## src/pairing_ctrl_pkg.sv

```systemverilog
// Constants, encodings and timing counts for the pairing and link control.
// Assumes a single 10 MHz clock and an AXI4-Lite register bus.
//
// Behaviour
// - When the radio link comes up, the connect-detect pin goes low.
// - When the radio link goes down, the connect-detect pin returns high.
// - A reset-pin low held for at least one second restores factory defaults.
// - Pairing and reset pins are active low; pairing is on the big variant.
// - A two-second pairing low moves the unit to open acceptor mode.
// - From idle, first low gives open acceptor, second reconnect initiator.
// - After pin pairing, open acceptor acts as slave and initiator as master.
// - Connection after pin pairing may take about ten seconds or more.
// - Response messages are suppressed while pin-driven pairing runs.
// - Responses are exactly OK, ERROR, CONNECT and DISCONNECT; the block never sends ERROR.
// - Four modes: idle command, reconnect initiator/acceptor, open acceptor.
// - The unit reports standby, pending or connect as its state.
// - A factory restore sets every stored parameter, mode too, to default; irq_mask_ff keeps its value and the IRQ status gains its factory bit.
// - The host may switch command responses on or off.
package pairing_ctrl_pkg;

  // ***************************************************************
  // Timing
  // ***************************************************************
  localparam int unsigned CLK_HZ = 10_000_000;
  localparam int unsigned RESET_HOLD_MS = 1000;
  localparam int unsigned PAIR_HOLD_MS = 2000;
  localparam int unsigned CONNECT_WAIT_MS = 10000;
  localparam int unsigned RESET_HOLD_CYC = RESET_HOLD_MS * (CLK_HZ / 1000);
  localparam int unsigned PAIR_HOLD_CYC = PAIR_HOLD_MS * (CLK_HZ / 1000);
  localparam int unsigned CONNECT_WAIT_CYC = CONNECT_WAIT_MS * (CLK_HZ / 1000);
  localparam int unsigned CNT_W = 27;

  // ***************************************************************
  // Register map
  // ***************************************************************
  localparam logic [3:0] ADDR_CTRL = 4'h0;
  localparam logic [3:0] ADDR_STATUS = 4'h4;
  localparam logic [3:0] ADDR_IRQ_STAT = 4'h8;
  localparam logic [3:0] ADDR_IRQ_MASK = 4'hC;
  localparam int unsigned CTRL_LINK_UP = 0;
  localparam int unsigned CTRL_RESP_EN = 1;
  localparam int unsigned CTRL_MODE_LSB = 2;
  localparam int unsigned CTRL_RESP_REQ = 4;
  localparam logic [1:0] RESP_OKAY = 2'h0;
  localparam logic [1:0] RESP_SLVERR = 2'h2;
  localparam int unsigned IRQ_W = 4;
  localparam int unsigned IRQ_FACTORY = 0;
  localparam int unsigned IRQ_MODE = 1;
  localparam int unsigned IRQ_LINK = 2;
  localparam int unsigned IRQ_TIMEOUT = 3;

  // ***************************************************************
  // Encodings
  // ***************************************************************
  typedef enum logic [1:0] {
    idle_command_mode, reconnect_initiator_mode,
    reconnect_acceptor_mode, open_acceptor_mode
  } op_mode_e;
  typedef enum logic [1:0] {st_standby, st_pending, st_connect} op_state_e;
  typedef enum logic [1:0] {rsp_ok, rsp_error, rsp_connect, rsp_disconnect}
    rsp_msg_e;
  typedef enum logic [2:0] {
    pr_idle, pr_low1, pr_high1, pr_low2, pr_wait
  } pair_st_e;
  localparam logic [1:0] MODE_RST = 2'h0;

endpackage : pairing_ctrl_pkg

```

## src/pairing_ctrl.sv

```systemverilog
// Pairing pin, factory reset pin and connect-detect control with registers.
// Assumes asynchronous pin inputs and an AXI4-Lite master on clk.
module pairing_ctrl (
  // Clock and reset
  input wire logic clk,
  input wire logic rst_b,
  // Pins
  input wire logic pair_req_n,
  input wire logic factory_rst_n,
  output logic link_detect_n,
  // Status outputs
  output logic [1:0] op_mode,
  output logic [1:0] op_state,
  output logic link_master,
  output logic resp_valid,
  output logic [1:0] resp_msg,
  output logic factory_pulse,
  output logic irq,
  // AXI4-Lite
  input wire logic [3:0] s_axi_awaddr,
  input wire logic s_axi_awvalid,
  output logic s_axi_awready,
  input wire logic [31:0] s_axi_wdata,
  input wire logic [3:0] s_axi_wstrb,
  input wire logic s_axi_wvalid,
  output logic s_axi_wready,
  output logic [1:0] s_axi_bresp,
  output logic s_axi_bvalid,
  input wire logic s_axi_bready,
  input wire logic [3:0] s_axi_araddr,
  input wire logic s_axi_arvalid,
  output logic s_axi_arready,
  output logic [31:0] s_axi_rdata,
  output logic [1:0] s_axi_rresp,
  output logic s_axi_rvalid,
  input wire logic s_axi_rready
);

  // ***************************************************************
  // Pin synchronisers
  // ***************************************************************
  logic [1:0] pair_sync_ff;
  logic [1:0] frst_sync_ff;
  always_ff @(posedge clk or negedge rst_b) begin
    if (!rst_b) begin
      pair_sync_ff <= 2'b11;
      frst_sync_ff <= 2'b11;
    end else begin
      pair_sync_ff <= {pair_sync_ff[0], pair_req_n};
      frst_sync_ff <= {frst_sync_ff[0], factory_rst_n};
    end
  end
  wire pair_low = !pair_sync_ff[1];
  wire frst_low = !frst_sync_ff[1];

  // ***************************************************************
  // Factory reset timing
  // ***************************************************************
  // A low shorter than the hold never fires; the counter restarts on any
  // high, which is the debounce. One pulse per press, however long.
  logic [pairing_ctrl_pkg::CNT_W-1:0] frst_cnt_ff;
  logic frst_done_ff;
  wire frst_hit = frst_low && !frst_done_ff &&
    (frst_cnt_ff == pairing_ctrl_pkg::CNT_W'(
      pairing_ctrl_pkg::RESET_HOLD_CYC - 1));
  always_ff @(posedge clk or negedge rst_b) begin
    if (!rst_b) begin
      frst_cnt_ff <= '0;
      frst_done_ff <= 1'b0;
    end else if (!frst_low) begin
      frst_cnt_ff <= '0;
      frst_done_ff <= 1'b0;
    end else begin
      if (!frst_done_ff) frst_cnt_ff <= frst_cnt_ff + 1'b1;
      if (frst_hit) frst_done_ff <= 1'b1;
    end
  end

  // ***************************************************************
  // Pairing sequence timing
  // ***************************************************************
  pairing_ctrl_pkg::pair_st_e pst_ff;
  pairing_ctrl_pkg::pair_st_e nxt_pst;
  logic [pairing_ctrl_pkg::CNT_W-1:0] pcnt_ff;
  logic [1:0] mode_ff;
  logic [1:0] nxt_mode;
  logic link_ff;
  logic link_up_ff;
  logic resp_en_ff;
  logic pairing_ff;
  logic nxt_pairing;
  logic master_ff;
  logic nxt_master;
  logic timeout_ev;
  wire [1:0] sw_mode;
  wire sw_mode_wr;
  wire pair_hold = pcnt_ff >= pairing_ctrl_pkg::CNT_W'(
    pairing_ctrl_pkg::PAIR_HOLD_CYC - 1);
  wire wait_over = pcnt_ff >= pairing_ctrl_pkg::CNT_W'(
    pairing_ctrl_pkg::CONNECT_WAIT_CYC - 1);
  wire level_now = (pst_ff == pairing_ctrl_pkg::pr_high1) ? !pair_low :
    pair_low;
  wire restart_cnt = (pst_ff != nxt_pst) ||
    (pst_ff == pairing_ctrl_pkg::pr_high1 && !level_now);

  always_comb begin
    nxt_pst = pst_ff;
    nxt_mode = mode_ff;
    nxt_pairing = pairing_ff;
    nxt_master = master_ff;
    timeout_ev = 1'b0;
    case (pst_ff)
      pairing_ctrl_pkg::pr_idle: begin
        if (pair_low) nxt_pst = pairing_ctrl_pkg::pr_low1;
      end
      pairing_ctrl_pkg::pr_low1: begin
        if (!pair_low) nxt_pst = pairing_ctrl_pkg::pr_idle;
        else if (pair_hold) begin
          nxt_pst = pairing_ctrl_pkg::pr_high1;
          nxt_mode = 2'(pairing_ctrl_pkg::open_acceptor_mode);
          nxt_pairing = 1'b1;
          nxt_master = 1'b0;
        end
      end
      pairing_ctrl_pkg::pr_high1: begin
        // The counter only runs while the pin is high, so a zero count
        // with the pin low is the tail of the first low, not a new low.
        if (pair_low && pair_hold) nxt_pst = pairing_ctrl_pkg::pr_low2;
        else if (pair_low && pcnt_ff != '0)
          nxt_pst = pairing_ctrl_pkg::pr_wait;
        else if (link_up_ff) nxt_pst = pairing_ctrl_pkg::pr_wait;
      end
      pairing_ctrl_pkg::pr_low2: begin
        if (!pair_low) nxt_pst = pairing_ctrl_pkg::pr_wait;
        else if (pair_hold) begin
          nxt_pst = pairing_ctrl_pkg::pr_wait;
          nxt_mode = 2'(pairing_ctrl_pkg::reconnect_initiator_mode);
          nxt_master = 1'b1;
        end
      end
      pairing_ctrl_pkg::pr_wait: begin
        if (link_up_ff) begin
          nxt_pst = pairing_ctrl_pkg::pr_idle;
          nxt_pairing = 1'b0;
        end else if (wait_over) begin
          timeout_ev = 1'b1;
          nxt_pst = pairing_ctrl_pkg::pr_idle;
          nxt_pairing = 1'b0;
        end
      end
      default: nxt_pst = pairing_ctrl_pkg::pr_idle;
    endcase
    if (sw_mode_wr) nxt_mode = sw_mode;
    if (frst_hit) begin
      nxt_pst = pairing_ctrl_pkg::pr_idle;
      nxt_mode = pairing_ctrl_pkg::MODE_RST;
      nxt_pairing = 1'b0;
      nxt_master = 1'b0;
    end
  end
  always_ff @(posedge clk or negedge rst_b) begin
    if (!rst_b) begin
      pst_ff <= pairing_ctrl_pkg::pr_idle;
      pcnt_ff <= '0;
      mode_ff <= pairing_ctrl_pkg::MODE_RST;
      pairing_ff <= 1'b0;
      master_ff <= 1'b0;
    end else begin
      pst_ff <= nxt_pst;
      pcnt_ff <= restart_cnt ? '0 : pcnt_ff + 1'b1;
      mode_ff <= nxt_mode;
      pairing_ff <= nxt_pairing;
      master_ff <= nxt_master;
    end
  end

  // ***************************************************************
  // Link, state and responses
  // ***************************************************************
  logic link_prev_ff;
  logic resp_req_ff;
  logic rsp_valid_ff;
  logic [1:0] rsp_msg_ff;
  logic [1:0] state_ff;
  wire link_rise = link_up_ff && !link_prev_ff;
  wire link_fall = !link_up_ff && link_prev_ff;
  wire rsp_fire = resp_en_ff && !pairing_ff;
  wire [1:0] nxt_state = link_up_ff ? 2'(pairing_ctrl_pkg::st_connect) :
    (pairing_ff || mode_ff != 2'(pairing_ctrl_pkg::idle_command_mode)) ?
    2'(pairing_ctrl_pkg::st_pending) : 2'(pairing_ctrl_pkg::st_standby);
  wire [1:0] nxt_rsp_msg = link_rise ? 2'(pairing_ctrl_pkg::rsp_connect) :
    link_fall ? 2'(pairing_ctrl_pkg::rsp_disconnect) :
    2'(pairing_ctrl_pkg::rsp_ok);
  wire nxt_rsp_valid = rsp_fire && (link_rise || link_fall || resp_req_ff);

  always_ff @(posedge clk or negedge rst_b) begin
    if (!rst_b) begin
      link_prev_ff <= 1'b0;
      link_ff <= 1'b1;
      rsp_valid_ff <= 1'b0;
      rsp_msg_ff <= 2'(pairing_ctrl_pkg::rsp_ok);
      state_ff <= 2'(pairing_ctrl_pkg::st_standby);
    end else begin
      link_prev_ff <= link_up_ff;
      link_ff <= !link_up_ff;
      rsp_valid_ff <= nxt_rsp_valid;
      rsp_msg_ff <= nxt_rsp_msg;
      state_ff <= nxt_state;
    end
  end

  // ***************************************************************
  // AXI4-Lite slave
  // ***************************************************************
  logic aw_ok_ff;
  logic [3:0] aw_ff;
  logic w_ok_ff;
  logic [31:0] wd_ff;
  logic [3:0] ws_ff;
  logic bvalid_ff;
  logic rvalid_ff;
  logic [31:0] rdata_ff;
  logic [1:0] rresp_ff;
  logic [1:0] bresp_ff;
  logic [3:0] irq_st_ff;
  logic [3:0] irq_mask_ff;
  logic irq_ff;
  logic factory_ff;
  wire do_wr = aw_ok_ff && w_ok_ff && !bvalid_ff;
  wire wr_ctrl = do_wr && aw_ff == pairing_ctrl_pkg::ADDR_CTRL;
  wire wr_istat = do_wr && aw_ff == pairing_ctrl_pkg::ADDR_IRQ_STAT;
  wire wr_imask = do_wr && aw_ff == pairing_ctrl_pkg::ADDR_IRQ_MASK;
  wire wr_bad = do_wr && !(wr_ctrl || wr_istat || wr_imask);
  assign sw_mode = wd_ff[pairing_ctrl_pkg::CTRL_MODE_LSB +: 2];
  assign sw_mode_wr = wr_ctrl;
  wire rd_go = s_axi_arvalid && !rvalid_ff;
  wire [31:0] ctrl_rd = {27'h000_0000, 1'b0, mode_ff, resp_en_ff,
    link_up_ff};
  wire [31:0] stat_rd = {24'h00_0000, pst_ff, master_ff, pairing_ff,
    state_ff, link_ff};
  wire rd_ok = s_axi_araddr == pairing_ctrl_pkg::ADDR_CTRL ||
    s_axi_araddr == pairing_ctrl_pkg::ADDR_STATUS ||
    s_axi_araddr == pairing_ctrl_pkg::ADDR_IRQ_STAT ||
    s_axi_araddr == pairing_ctrl_pkg::ADDR_IRQ_MASK;
  wire [31:0] rd_mux =
    (s_axi_araddr == pairing_ctrl_pkg::ADDR_CTRL) ? ctrl_rd :
    (s_axi_araddr == pairing_ctrl_pkg::ADDR_STATUS) ? stat_rd :
    (s_axi_araddr == pairing_ctrl_pkg::ADDR_IRQ_STAT) ?
      {28'h000_0000, irq_st_ff} :
    (s_axi_araddr == pairing_ctrl_pkg::ADDR_IRQ_MASK) ?
      {28'h000_0000, irq_mask_ff} : 32'h0000_0000;
  wire [3:0] irq_ev = {timeout_ev, link_rise || link_fall,
    mode_ff != nxt_mode, frst_hit};
  // Set wins over a write-one clear in the same cycle.
  wire [3:0] nxt_irq_st = (irq_st_ff &
    ~(wr_istat && ws_ff[0] ? wd_ff[3:0] : 4'h0)) | irq_ev;

  always_ff @(posedge clk or negedge rst_b) begin
    if (!rst_b) begin
      aw_ok_ff <= 1'b0;
      aw_ff <= 4'h0;
      w_ok_ff <= 1'b0;
      wd_ff <= 32'h0000_0000;
      ws_ff <= 4'h0;
      bvalid_ff <= 1'b0;
      bresp_ff <= pairing_ctrl_pkg::RESP_OKAY;
    end else begin
      if (s_axi_awvalid && !aw_ok_ff) begin
        aw_ok_ff <= 1'b1;
        aw_ff <= s_axi_awaddr;
      end
      if (s_axi_wvalid && !w_ok_ff) begin
        w_ok_ff <= 1'b1;
        wd_ff <= s_axi_wdata;
        ws_ff <= s_axi_wstrb;
      end
      if (do_wr) begin
        bvalid_ff <= 1'b1;
        bresp_ff <= wr_bad ? pairing_ctrl_pkg::RESP_SLVERR :
          pairing_ctrl_pkg::RESP_OKAY;
      end else if (bvalid_ff && s_axi_bready) begin
        bvalid_ff <= 1'b0;
        aw_ok_ff <= 1'b0;
        w_ok_ff <= 1'b0;
      end
    end
  end

  always_ff @(posedge clk or negedge rst_b) begin
    if (!rst_b) begin
      rvalid_ff <= 1'b0;
      rdata_ff <= 32'h0000_0000;
      rresp_ff <= pairing_ctrl_pkg::RESP_OKAY;
    end else if (rd_go) begin
      rvalid_ff <= 1'b1;
      rdata_ff <= rd_mux;
      rresp_ff <= rd_ok ? pairing_ctrl_pkg::RESP_OKAY :
        pairing_ctrl_pkg::RESP_SLVERR;
    end else if (rvalid_ff && s_axi_rready) begin
      rvalid_ff <= 1'b0;
    end
  end

  always_ff @(posedge clk or negedge rst_b) begin
    if (!rst_b) begin
      link_up_ff <= 1'b0;
      resp_en_ff <= 1'b1;
      resp_req_ff <= 1'b0;
      irq_st_ff <= 4'h0;
      irq_mask_ff <= 4'h0;
      irq_ff <= 1'b0;
      factory_ff <= 1'b0;
    end else begin
      factory_ff <= frst_hit;
      resp_req_ff <= wr_ctrl && wd_ff[pairing_ctrl_pkg::CTRL_RESP_REQ];
      irq_st_ff <= nxt_irq_st;
      irq_ff <= |(nxt_irq_st & irq_mask_ff);
      if (frst_hit) begin
        link_up_ff <= 1'b0;
        resp_en_ff <= 1'b1;
      end else if (wr_ctrl && ws_ff[0]) begin
        link_up_ff <= wd_ff[pairing_ctrl_pkg::CTRL_LINK_UP];
        resp_en_ff <= wd_ff[pairing_ctrl_pkg::CTRL_RESP_EN];
      end
      if (wr_imask && ws_ff[0]) irq_mask_ff <= wd_ff[3:0];
    end
  end

  // ***************************************************************
  // Outputs
  // ***************************************************************
  assign link_detect_n = link_ff;
  assign op_mode = mode_ff;
  assign op_state = state_ff;
  assign link_master = master_ff;
  assign resp_valid = rsp_valid_ff;
  assign resp_msg = rsp_msg_ff;
  assign factory_pulse = factory_ff;
  assign irq = irq_ff;
  assign s_axi_awready = s_axi_awvalid && !aw_ok_ff;
  assign s_axi_wready = s_axi_wvalid && !w_ok_ff;
  assign s_axi_bvalid = bvalid_ff;
  assign s_axi_bresp = bresp_ff;
  assign s_axi_arready = rd_go;
  assign s_axi_rvalid = rvalid_ff;
  assign s_axi_rdata = rdata_ff;
  assign s_axi_rresp = rresp_ff;

endmodule : pairing_ctrl

```

## config.mk

```make
export PLATFORM = sky130hd
export DESIGN_NAME = pairing_ctrl
export DESIGN_NICKNAME = d
export VERILOG_FILES = /design/src/pairing_ctrl_pkg.sv /design/src/pairing_ctrl.sv
export SDC_FILE = /design/constraint.sdc
export NUM_CORES = 1
export LEC_CHECK = 0
export BUFFER_PORTS_ARGS = -buffer_cell sky130_fd_sc_hd__buf_2
export CAP_MARGIN = 20
export CORE_MARGIN = 5
export CORE_UTILIZATION = 23
export DETAILED_ROUTE_END_ITERATION = 8
export PLACE_DENSITY = 0.52
export RECOVER_POWER = 50
export REMOVE_ABC_BUFFERS = 1
export SLEW_MARGIN = 20
export SYNTH_ARGS = -nofsm -noshare
export SYNTH_HDL_FRONTEND = slang
export SYNTH_SLANG_ARGS = --single-unit
```

## constraint.sdc

```tcl
create_clock -name clk -period 5.1 [get_ports clk]
set_input_delay 0 -clock clk [delete_from_list [all_inputs] [get_ports clk]]
set_output_delay 0 -clock clk [all_outputs]
set_load 0.05 [all_outputs]
```

=== Word level (Yosys, flattened, before mapping) ===
Cells that the tools add are included.
W data, S select, Z words.

* Register bits after elaboration: 136
* Bits in latches: 0
* Memory bits (writable): 0
* ROM bits: 0
* Input port bits: 53
* Logic and storage cells: 179
* Memories kept: 0

* Add/subtract/negate cells: 2
* Multipliers: 0
* Divide/modulo/power cells: 0
* Order comparisons: 2
* Equal/unequal tests: 18
* Shift operators: 0
* Muxes and demuxes: 63
* Bitwise gates (word level): 4
* Reductions and logical operators: 59

{| class="wikitable"
|+ Operators by type and width
! kind !! number
|-
| $mux W27 || 3
|-
| $add A27 B1 Y27 const B || 2
|-
| $mux W3 || 11
|-
| $mux W1 || 29
|-
| $eq A27 B24 Y1 const B || 1
|-
| $ge A27 B25 Y1 const B || 1
|-
| $ge A27 B27 Y1 const B || 1
|-
| $reduce_bool A27 Y1 || 1
|-
| $logic_and A1 B1 Y1 || 24
|-
| $mux W2 || 11
|-
| $eq A4 B4 Y1 const B || 4
|-
| $mux W8 || 2
|-
| $pmux W3 S5 || 1
|-
| $logic_not A1 Y1 || 12
|-
| $mux W4 || 3
|-
| $ne A3 B3 Y1 const B || 4
|-
| $reduce_bool A2 Y1 || 5
|-
| $logic_or A1 B1 Y1 || 9
|-
| $and A4 B4 Y4 || 2
|-
| $logic_not A4 Y1 || 2
|-
| $eq A3 B2 Y1 const B || 2
|-
| $reduce_bool A3 Y1 || 2
|-
| $reduce_and A5 Y1 || 1
|-
| $eq A4 B3 Y1 const B || 1
|-
| other kinds (13) || 14
|}

=== Longest topological paths before layout ===
Gate-level depths: netlist of run 1.

* Word-level depth: 10
* Gate-level depth with buffers: 10
* Depth with buffers taken out: 8

=== Worst setup path after synthesis of run 1 ===
No wires, ideal clock.

* Path type: flip-flop to flip-flop
* Start point: register frst_cnt_ff[0] (netlist name)
* End point: register pcnt_ff[10] (netlist name)
* Library setup time: 0.080 ns
* Data arrival time: 2.146 ns
* Required time: 5.020 ns
* Path slack: 2.874 ns
* Cell stages (with the launch flop): 11
* Path through: dfrtp_1 ha_1 and4b_1 buf_2 and4_1 clkbuf_1 a211o_1 o32ai_2 o2bb2ai_4 buf_6 nor3_2

* Longest elaborated chain between the ends: 6

{| class="wikitable"
|+ Ends and longest elaborated chain
! item !! line !! source
|-
| start, declared || pairing_ctrl.sv:61 || <nowiki>logic [pairing_ctrl_pkg::CNT_W-1:0] frst_cnt_ff;</nowiki>
|-
| start signal, assigned || pairing_ctrl.sv:74 || <nowiki>if (!frst_done_ff) frst_cnt_ff <= frst_cnt_ff + 1'b1;</nowiki>
|-
| $eq A27 B24 Y1 || pairing_ctrl.sv:64 || <nowiki>(frst_cnt_ff == pairing_ctrl_pkg::CNT_W'(</nowiki>
|-
| $logic_and A1 B1 Y1 || pairing_ctrl.sv:63 || <nowiki>wire frst_hit = frst_low && !frst_done_ff &&</nowiki>
|-
| $mux W3 || pairing_ctrl.sv:154 || <nowiki>if (frst_hit) begin</nowiki>
|-
| $ne A3 B3 Y1 || pairing_ctrl.sv:103 || <nowiki>wire restart_cnt = (pst_ff != nxt_pst) ||</nowiki>
|-
| $logic_or A1 B1 Y1 || pairing_ctrl.sv:103 ||
|-
| $mux W27 || pairing_ctrl.sv:170 || <nowiki>pcnt_ff <= restart_cnt ? '0 : pcnt_ff + 1'b1;</nowiki>
|-
| end signal, assigned || pairing_ctrl.sv:170 ||
|-
| end, declared || pairing_ctrl.sv:84 || <nowiki>logic [pairing_ctrl_pkg::CNT_W-1:0] pcnt_ff;</nowiki>
|}

Every way passes these cells.
A chain may end at the register's enable or synchronous reset.

=== Worst setup path in the final report of run 1 ===
* Start point: register frst_sync_ff[1]
* End point: register pcnt_ff[2] (netlist name)

* Longest elaborated chain between the ends: 7

{| class="wikitable"
|+ Ends and longest elaborated chain
! item !! line !! source
|-
| start, declared || pairing_ctrl.sv:43 || <nowiki>logic [1:0] frst_sync_ff;</nowiki>
|-
| start signal, assigned || pairing_ctrl.sv:50 || <nowiki>frst_sync_ff <= {frst_sync_ff[0], factory_rst_n};</nowiki>
|-
| $logic_not A1 Y1 || pairing_ctrl.sv:54 || <nowiki>wire frst_low = !frst_sync_ff[1];</nowiki>
|-
| $logic_and A1 B1 Y1 (2 in a row) || pairing_ctrl.sv:63 ||
|-
| $mux W3 || pairing_ctrl.sv:154 ||
|-
| $ne A3 B3 Y1 || pairing_ctrl.sv:103 ||
|-
| $logic_or A1 B1 Y1 || pairing_ctrl.sv:103 ||
|-
| $mux W27 || pairing_ctrl.sv:170 ||
|}

Every way passes these cells.

==> impl_metrics.tcl, run 1 <==
set metrics [dict create \
    status "finished, violations left" \
    violations "max-capacitance violations, max-slew violations" \
    synth_area_leaders "dfrtp_1 45%, nor3_2 3.7%, xor2_1 3.7%" \
    dieArea_sq_mm 0.0283 \
    synth_seq_area_share_pct 47.6 \
    endpoint_kind "flip-flop" \
    power_density_mw_per_mm2 360 \
    seq_power_share_pct 46.4 \
    antenna_found_initial 0 \
    yosysTopAreaCellShare_pct 44.8 \
    core_sq_mm 0.0245 \
    drt_pass1_iterations 4 \
    setup_viol 0 \
    drt_wl_total_um 13000 \
    nets 674 \
    final.setup.tns_ps 0 \
    crit_slowest_cell "dfstp_1" \
    cts_buffer_depth 2 \
    final_core_util_pct 27.2 \
    ys.flop_type "dfrtp_1" \
    wire_per_inst_um 13.7 \
    switching_share_pct 34.6 \
    rsz0062_at_grt "false" \
    internal_power_uw 1570 \
    synth.largest_area_cell "dfrtp_1" \
    clk_latency_ps 360 \
    ctsResizeCount 0 \
    layout-drive-gt1-share_pct 15.0 \
    worst_pin_slew_ps 2860 \
    routed_via_density 4.48 \
    critPathLaunchType "flip-flop" \
    min_period_over_period_pct 62.8 \
    synth_edf_count 0 \
    fillers 2603 \
    vias 4242 \
    clock.fmax_ghz 0.312 \
    path_max_fanout 30 \
    ctsRootBufferMaster "clkbuf_16" \
    drtAntennaViolNets 0 \
    multi_input_area_sq_mm 0.00270 \
    cts_max_level 3 \
    hold_class "input pin to flip-flop" \
    critPathMaxStageDelay_ps 1200 \
    drv_cap 1 \
    antennaDiodeCount 0 \
    cp_cell_sequence "nor4_1 -> and3_1 -> a21oi_1 -> o32ai_2 -> o2bb2ai_4 -> nor3_1" \
    p_leak_uw 0.00271 \
    pin_count 105 \
    clock-sinks 109 \
    cts_tree "yes" \
    numCtsBuffers 9 \
    dieHeight_um 168 \
    overflow 0 \
    cp.arrival_ps 3410 \
    crit_buf_inv 0 \
    pwr-share-comb_pct 23.1 \
    seq_area_sq_mm 0.00274 \
    grt_pass1_vias 4141 \
    path_delay_family "compound AO/OA/AOI/OAI gates" \
    ys_warn_count 0 \
    p_switching_uw 829 \
    hold_violations 0 \
    clkTransAtPathRegs_ps 70 \
    drv_slew 51 \
    yosysMostFrequentCell "dfrtp_1" \
    vdd_drop_max_mv 0.250 \
    drt_first_iter_violations 262 \
    grt_max_degree 61 \
    fin_crit_ps 3200 \
    area_growth_pct 15.8 \
    slew_headroom_pct -90.3 \
    gp_congestion 0.751 \
    port_buffers 48 \
    grt_pass1_wl_um 21900 \
    postSynthAreaPerCell_sq_um 10.2 \
    syn_inst 561 \
    pwr-share-clk_pct 30.5 \
    detail_route.drc_violations 0 \
    synth_cell_types 60 \
    finClkSkew_ps 15.1 \
    rows 57 \
    die_width_um 168 \
    syn_area_sq_mm 0.00575 \
    yosys_register_bits 109 \
    async_flop_share_pct 100 \
    synth_common_cells "103 x dfrtp_1, 47 x nor2_1, 35 x nand2_1" \
    start_util_pct 23.5 \
    track_usage_pct 9.37 \
    hpwl_um 9150 \
    critPathKind "flip-flop to flip-flop" \
    required_ps 5300 \
]
-- cell families after synthesis --
kind of cell    count (synthesis)  synth area share, %
flops                         109                 47.6
other cells                     1               0.0652
fa+ha+maj                       4                0.871
simple gates                  227                 23.0
buf+inv                        74                 7.12
mux                            18                 4.24
compound gates                 81                 9.99
xor+xnor                       47                 7.16
-- per-stage QoR --
| stage | setup slack, ps | std cells | total power (uW) | cell area [sq um] | hold slack, ps |
|---|---|---|---|---|---|
| 6_report | 1900 | 946 | 2390 | 6660 | 53.7 |
| 5_1_grt | 1270 | 946 | 2520 | 6660 | 53.7 |
| 2_1_floorplan | 2690 | 536 | 1510 | 5520 | -296 |
| 3_3_place_gp | 2110 | 911 | 1680 | 6190 | 92.2 |
| 4_1_cts | 2100 | 946 | 2450 | 6690 | 36.0 |
| 3_5_place_dp | 2130 | 911 | 1690 | 6190 | 91.1 |
-- flip-flops by register name, indices dropped and copies added (netlist names), 2 cells and up --
| signal | cells |
|---|---|
| pst_ff | 3 |
| aw_ff | 4 |
| op_mode | 2 |
| s_axi_rdata | 8 |
| irq_st_ff | 4 |
| frst_sync_ff | 2 |
| pair_sync_ff | 2 |
| pcnt_ff | 27 |
| resp_msg | 2 |
| irq_mask_ff | 4 |
| wd_ff | 5 |
| frst_cnt_ff | 27 |
-- layer usage --
metal  vias up  track usage, %  routed length, um
li1       2064               -                  -
met1      2095            13.8               6640
met2        79            14.0               5790
met4         0            1.27                 32
met5         -               0                  0
met3         4            2.79                499
-- worst reg2reg max path: stages, from the launching register on --
cell       delay [ps]
dfstp_1          1200
nor4_1            200
and3_1            280
a21oi_1           320
o32ai_2           160
o2bb2ai_4         740
nor3_1            150
-- area by class of cell --
class / count / area share, %
Timing Repair Buffer: 70 / 6.31
Clock inverter: 4 / 0.808
Clock buffer: 12 / 3.85
Tap cell: 324 / 6.09
Inverter: 24 / 1.35
Sequential cell: 109 / 41.1
Multi-Input combinational cell: 403 / 40.5
-- worst paths after layout --
| path | start | to | slack (ps) | cells after the start |
|---|---|---|---|---|
| setup / recovery | frst_sync_ff[1] | pcnt_ff[2] | 1900 | 6 |
| hold / removal | s_axi_araddr[1] | s_axi_rdata[2] | 50 | 3 |
| setup reg to reg | frst_sync_ff[1] | pcnt_ff[2] | 1900 | 6 |
| hold reg to reg | pair_sync_ff[0] | pair_sync_ff[1] | 360 | 0 |
| max in group asynchronous | rst_b | frst_cnt_ff[22] | 2030 | 3 |
| min in group asynchronous | rst_b | s_axi_rresp[1] | 1120 | 2 |
-- power by group through the flow --
stage / clock network (uW) / registers, uW / logic (uW)
2_1_floorplan: 0 / 1240 / 269
3_3_place_gp: 0 / 1130 / 551
3_5_place_dp: 0 / 1130 / 557
4_1_cts: 763 / 1110 / 574
5_1_grt: 796 / 1130 / 597
6_report: 729 / 1110 / 553
-- cells in the final DEF, fill, tap and decap left out, types with 3 or more instances in the layout --
cell / n
a211oi_1: 6
dfstp_2: 5
inv_1: 24
xor2_1: 24
mux2_2: 11
o21ai_0: 18
nor4bb_1: 4
nor2_1: 47
nor4b_1: 4
ha_1: 4
a21oi_1: 20
or2_2: 6
a31oi_1: 3
and4_1: 7
nand4_1: 16
nor2b_1: 4
clkbuf_16: 9
mux4_2: 4
a22o_1: 9
clkbuf_1: 27
nor3_1: 19
mux2i_1: 3
or3_1: 8
buf_2: 22
and4b_1: 3
o31ai_1: 3
conb_1: 26
nand2_1: 35
xnor2_1: 23
buf_4: 3
dfrtp_1: 103
nor4_1: 8
nand3_1: 26
and3_1: 7
nor3_2: 21
dlygate4sd3_1: 19
-- repair_timing --
item	in CTS	in global routing
buffers inserted	0	0
hold endpoints to repair	64	0
hold buffers	19	0
No activity file was read; power rests on OpenSTA's default activity.
==> run 2: changes to the inputs <==
--- a/config.mk
+++ b/config.mk
@@ -10,7 +10,7 @@
 export CORE_MARGIN = 5
 export CORE_UTILIZATION = 23
 export DETAILED_ROUTE_END_ITERATION = 8
-export PLACE_DENSITY = 0.52
+export PLACE_DENSITY = 0.53
 export RECOVER_POWER = 50
 export REMOVE_ABC_BUFFERS = 1
 export SLEW_MARGIN = 20
==> constraint.sdc (replaced) <==
create_clock -name clk -period 2.8 [get_ports clk]
set_input_delay 0 -clock clk [delete_from_list [all_inputs] [get_ports clk]]
set_output_delay 0 -clock clk [all_outputs]
set_load 0.05 [all_outputs]
==> impl_metrics.tcl, run 2 (synthesized netlist as in run 1, its figures left out) <==
set metrics [dict create \
    status "finished clean" \
    min_path_cells 4 \
    min_period_over_period_pct 85.5 \
    dieHeight_um 168 \
    dieArea_sq_mm 0.0283 \
    start_util_pct 23.5 \
    rr_worst_depth 7 \
    drt_first_iter_violations 246 \
    port_buffers 48 \
    numCtsBuffers 9 \
    cts_buffer_depth 2 \
    path_delay_family "simple AND/OR/NAND/NOR gates" \
    most-common-layout-cells "103 x dfrtp_1, 47 x nor2_1, 44 x buf_2, 35 x nand2_1" \
    antennaDiodeCount 0 \
    pin_count 105 \
    cts_max_level 3 \
    ctsResizeCount 0 \
    final.setup.tns_ps 0 \
    fin_area_sq_mm 0.00679 \
    critPathMaxStageDelay_ps 560 \
    clkTransAtPathRegs_ps 80 \
    hpwl_um 9540 \
    path_max_fanout 27 \
    area_growth_pct 18.2 \
    rsz0062_at_grt "false" \
    slew_headroom_pct 5.40 \
    nets 688 \
    detail_route.drc_violations 0 \
    endpoint_kind "flip-flop" \
    dp.cells 927 \
    hold_class "input pin to flip-flop" \
    critPathKind "flip-flop to flip-flop" \
    drv_cap 0 \
    track_usage_pct 9.40 \
    cp.arrival_ps 2670 \
    setup_viol 0 \
    hold_start "s_axi_araddr[0]" \
    finClkSkew_ps 12.2 \
    ctsRootBufferMaster "clkbuf_16" \
    core_sq_mm 0.0245 \
    clock-sinks 109 \
    multi_input_area_sq_mm 0.00270 \
    drt_pass1_iterations 4 \
    clock.fmax_ghz 0.418 \
    cp_cell_sequence "or4_4 -> nor3_2 -> and4b_1 -> o31ai_1 -> o2bb2ai_4 -> buf_12 -> nor3b_1" \
    fin_crit_ps 2390 \
    hold_violations 0 \
    final_common_cell "dfrtp_1" \
    power_density_mw_per_mm2 645 \
    worstReg2RegStart "pcnt_ff[18]" \
    worst_pin_slew_ps 1420 \
    seq_area_sq_mm 0.00274 \
    grt_max_degree 56 \
    vdd_drop_max_mv 0.325 \
    required_ps 3070 \
    routed_via_density 4.45 \
    rrSetupSlack_ps 410 \
    drtAntennaViolNets 0 \
    p_leak_uw 0.00287 \
    cts_tree "yes" \
    wire_per_inst_um 14.0 \
    antenna_found_initial 0 \
    hold-path-endpoint "s_axi_rresp[1]" \
    crit_buf_inv 1 \
    vias 4275 \
    clk_latency_ps 360 \
    cts_setup_buffers 0 \
    layout-drive-gt1-share_pct 20.6 \
    drv_slew 0 \
    r2r_end "pcnt_ff[11]" \
    final_core_util_pct 27.8 \
    instances_no_fill 960 \
    drt_wl_total_um 13400 \
    fillers 2596 \
    grt_pass1_vias 4124 \
    place_area_sq_mm 0.00635 \
    gp_congestion 0.773 \
    crit_slowest_cell "or4_4" \
    die_width_um 168 \
    rows 57 \
    critPathLaunchType "flip-flop" \
    ctsHoldBuffers 17 \
    overflow 0 \
    grt_pass1_wl_um 21900 \
]
==> run 2: cell count changes in the layout (fill, tap and decap cells not counted), moves of 2 or more <==
cell,change
buf_2,+22
clkbuf_1,-21
clkinvlp_4,-2
dlygate4sd3_1,-2
buf_4,+11
clkbuf_8,-2
buf_12,+2
clkinv_4,+2
==> run 2: worst register-to-register path: cells and delay by family, from the launching register on <==
family / cells / cell delay, ps
flip-flops: 1 / 460
AND/OR/NAND/NOR: 4 / 1340
buffers and inverters: 1 / 180
AO/OA/AOI/OAI: 2 / 330
==> run 2: worst max-delay path by stage <==
stage	start	to	slack [ps]	cells after the start
after floorplan	pcnt_ff[17]	pcnt_ff[26]	390	6
after global placement	frst_cnt_ff[0]	pcnt_ff[5]	440	9
after detailed placement	frst_cnt_ff[7]	pcnt_ff[11]	400	7
after CTS	frst_cnt_ff[7]	pcnt_ff[11]	390	7
after global routing	frst_cnt_ff[7]	pcnt_ff[11]	150	7
final	pcnt_ff[18]	pcnt_ff[11]	410	7
==> run 2: routing by layer <==
| metal | track usage (%) | part of all wire [%] | up-vias |
|---|---|---|---|
| met5 | 0 | 0 | - |
| met4 | 1.76 | 0.84 | 0 |
| met3 | 2.39 | 3.8 | 11 |
| met2 | 14.1 | 44 | 71 |
| met1 | 13.8 | 51 | 2102 |
| li1 | - | - | 2091 |
==> run 2: area by class of cell <==
class                      count  area share (%)
inverter                      24            1.33
clock inverter                 6            1.03
tap                          324            5.97
sequential                   109            40.3
clock buffer                  10            3.37
timing repair buffer          84            8.34
multi-input combinational    403            39.7
==> run 2: power by group <==
part	internal (uW)	switching (uW)
clock	703	605
combinational	340	726
sequential	1800	210
total	2840	1540
==> run 2: stage by stage <==
stage          total power [uW]  hold slack (ps)  worst slack (ps)
6_report                   4380             37.5               406
5_1_grt                    4590             62.0               153
4_1_cts                    4450             37.6               393
3_5_place_dp               3100            -50.8               402
3_3_place_gp               3090            -50.3               438
2_1_floorplan              2760             -296               394
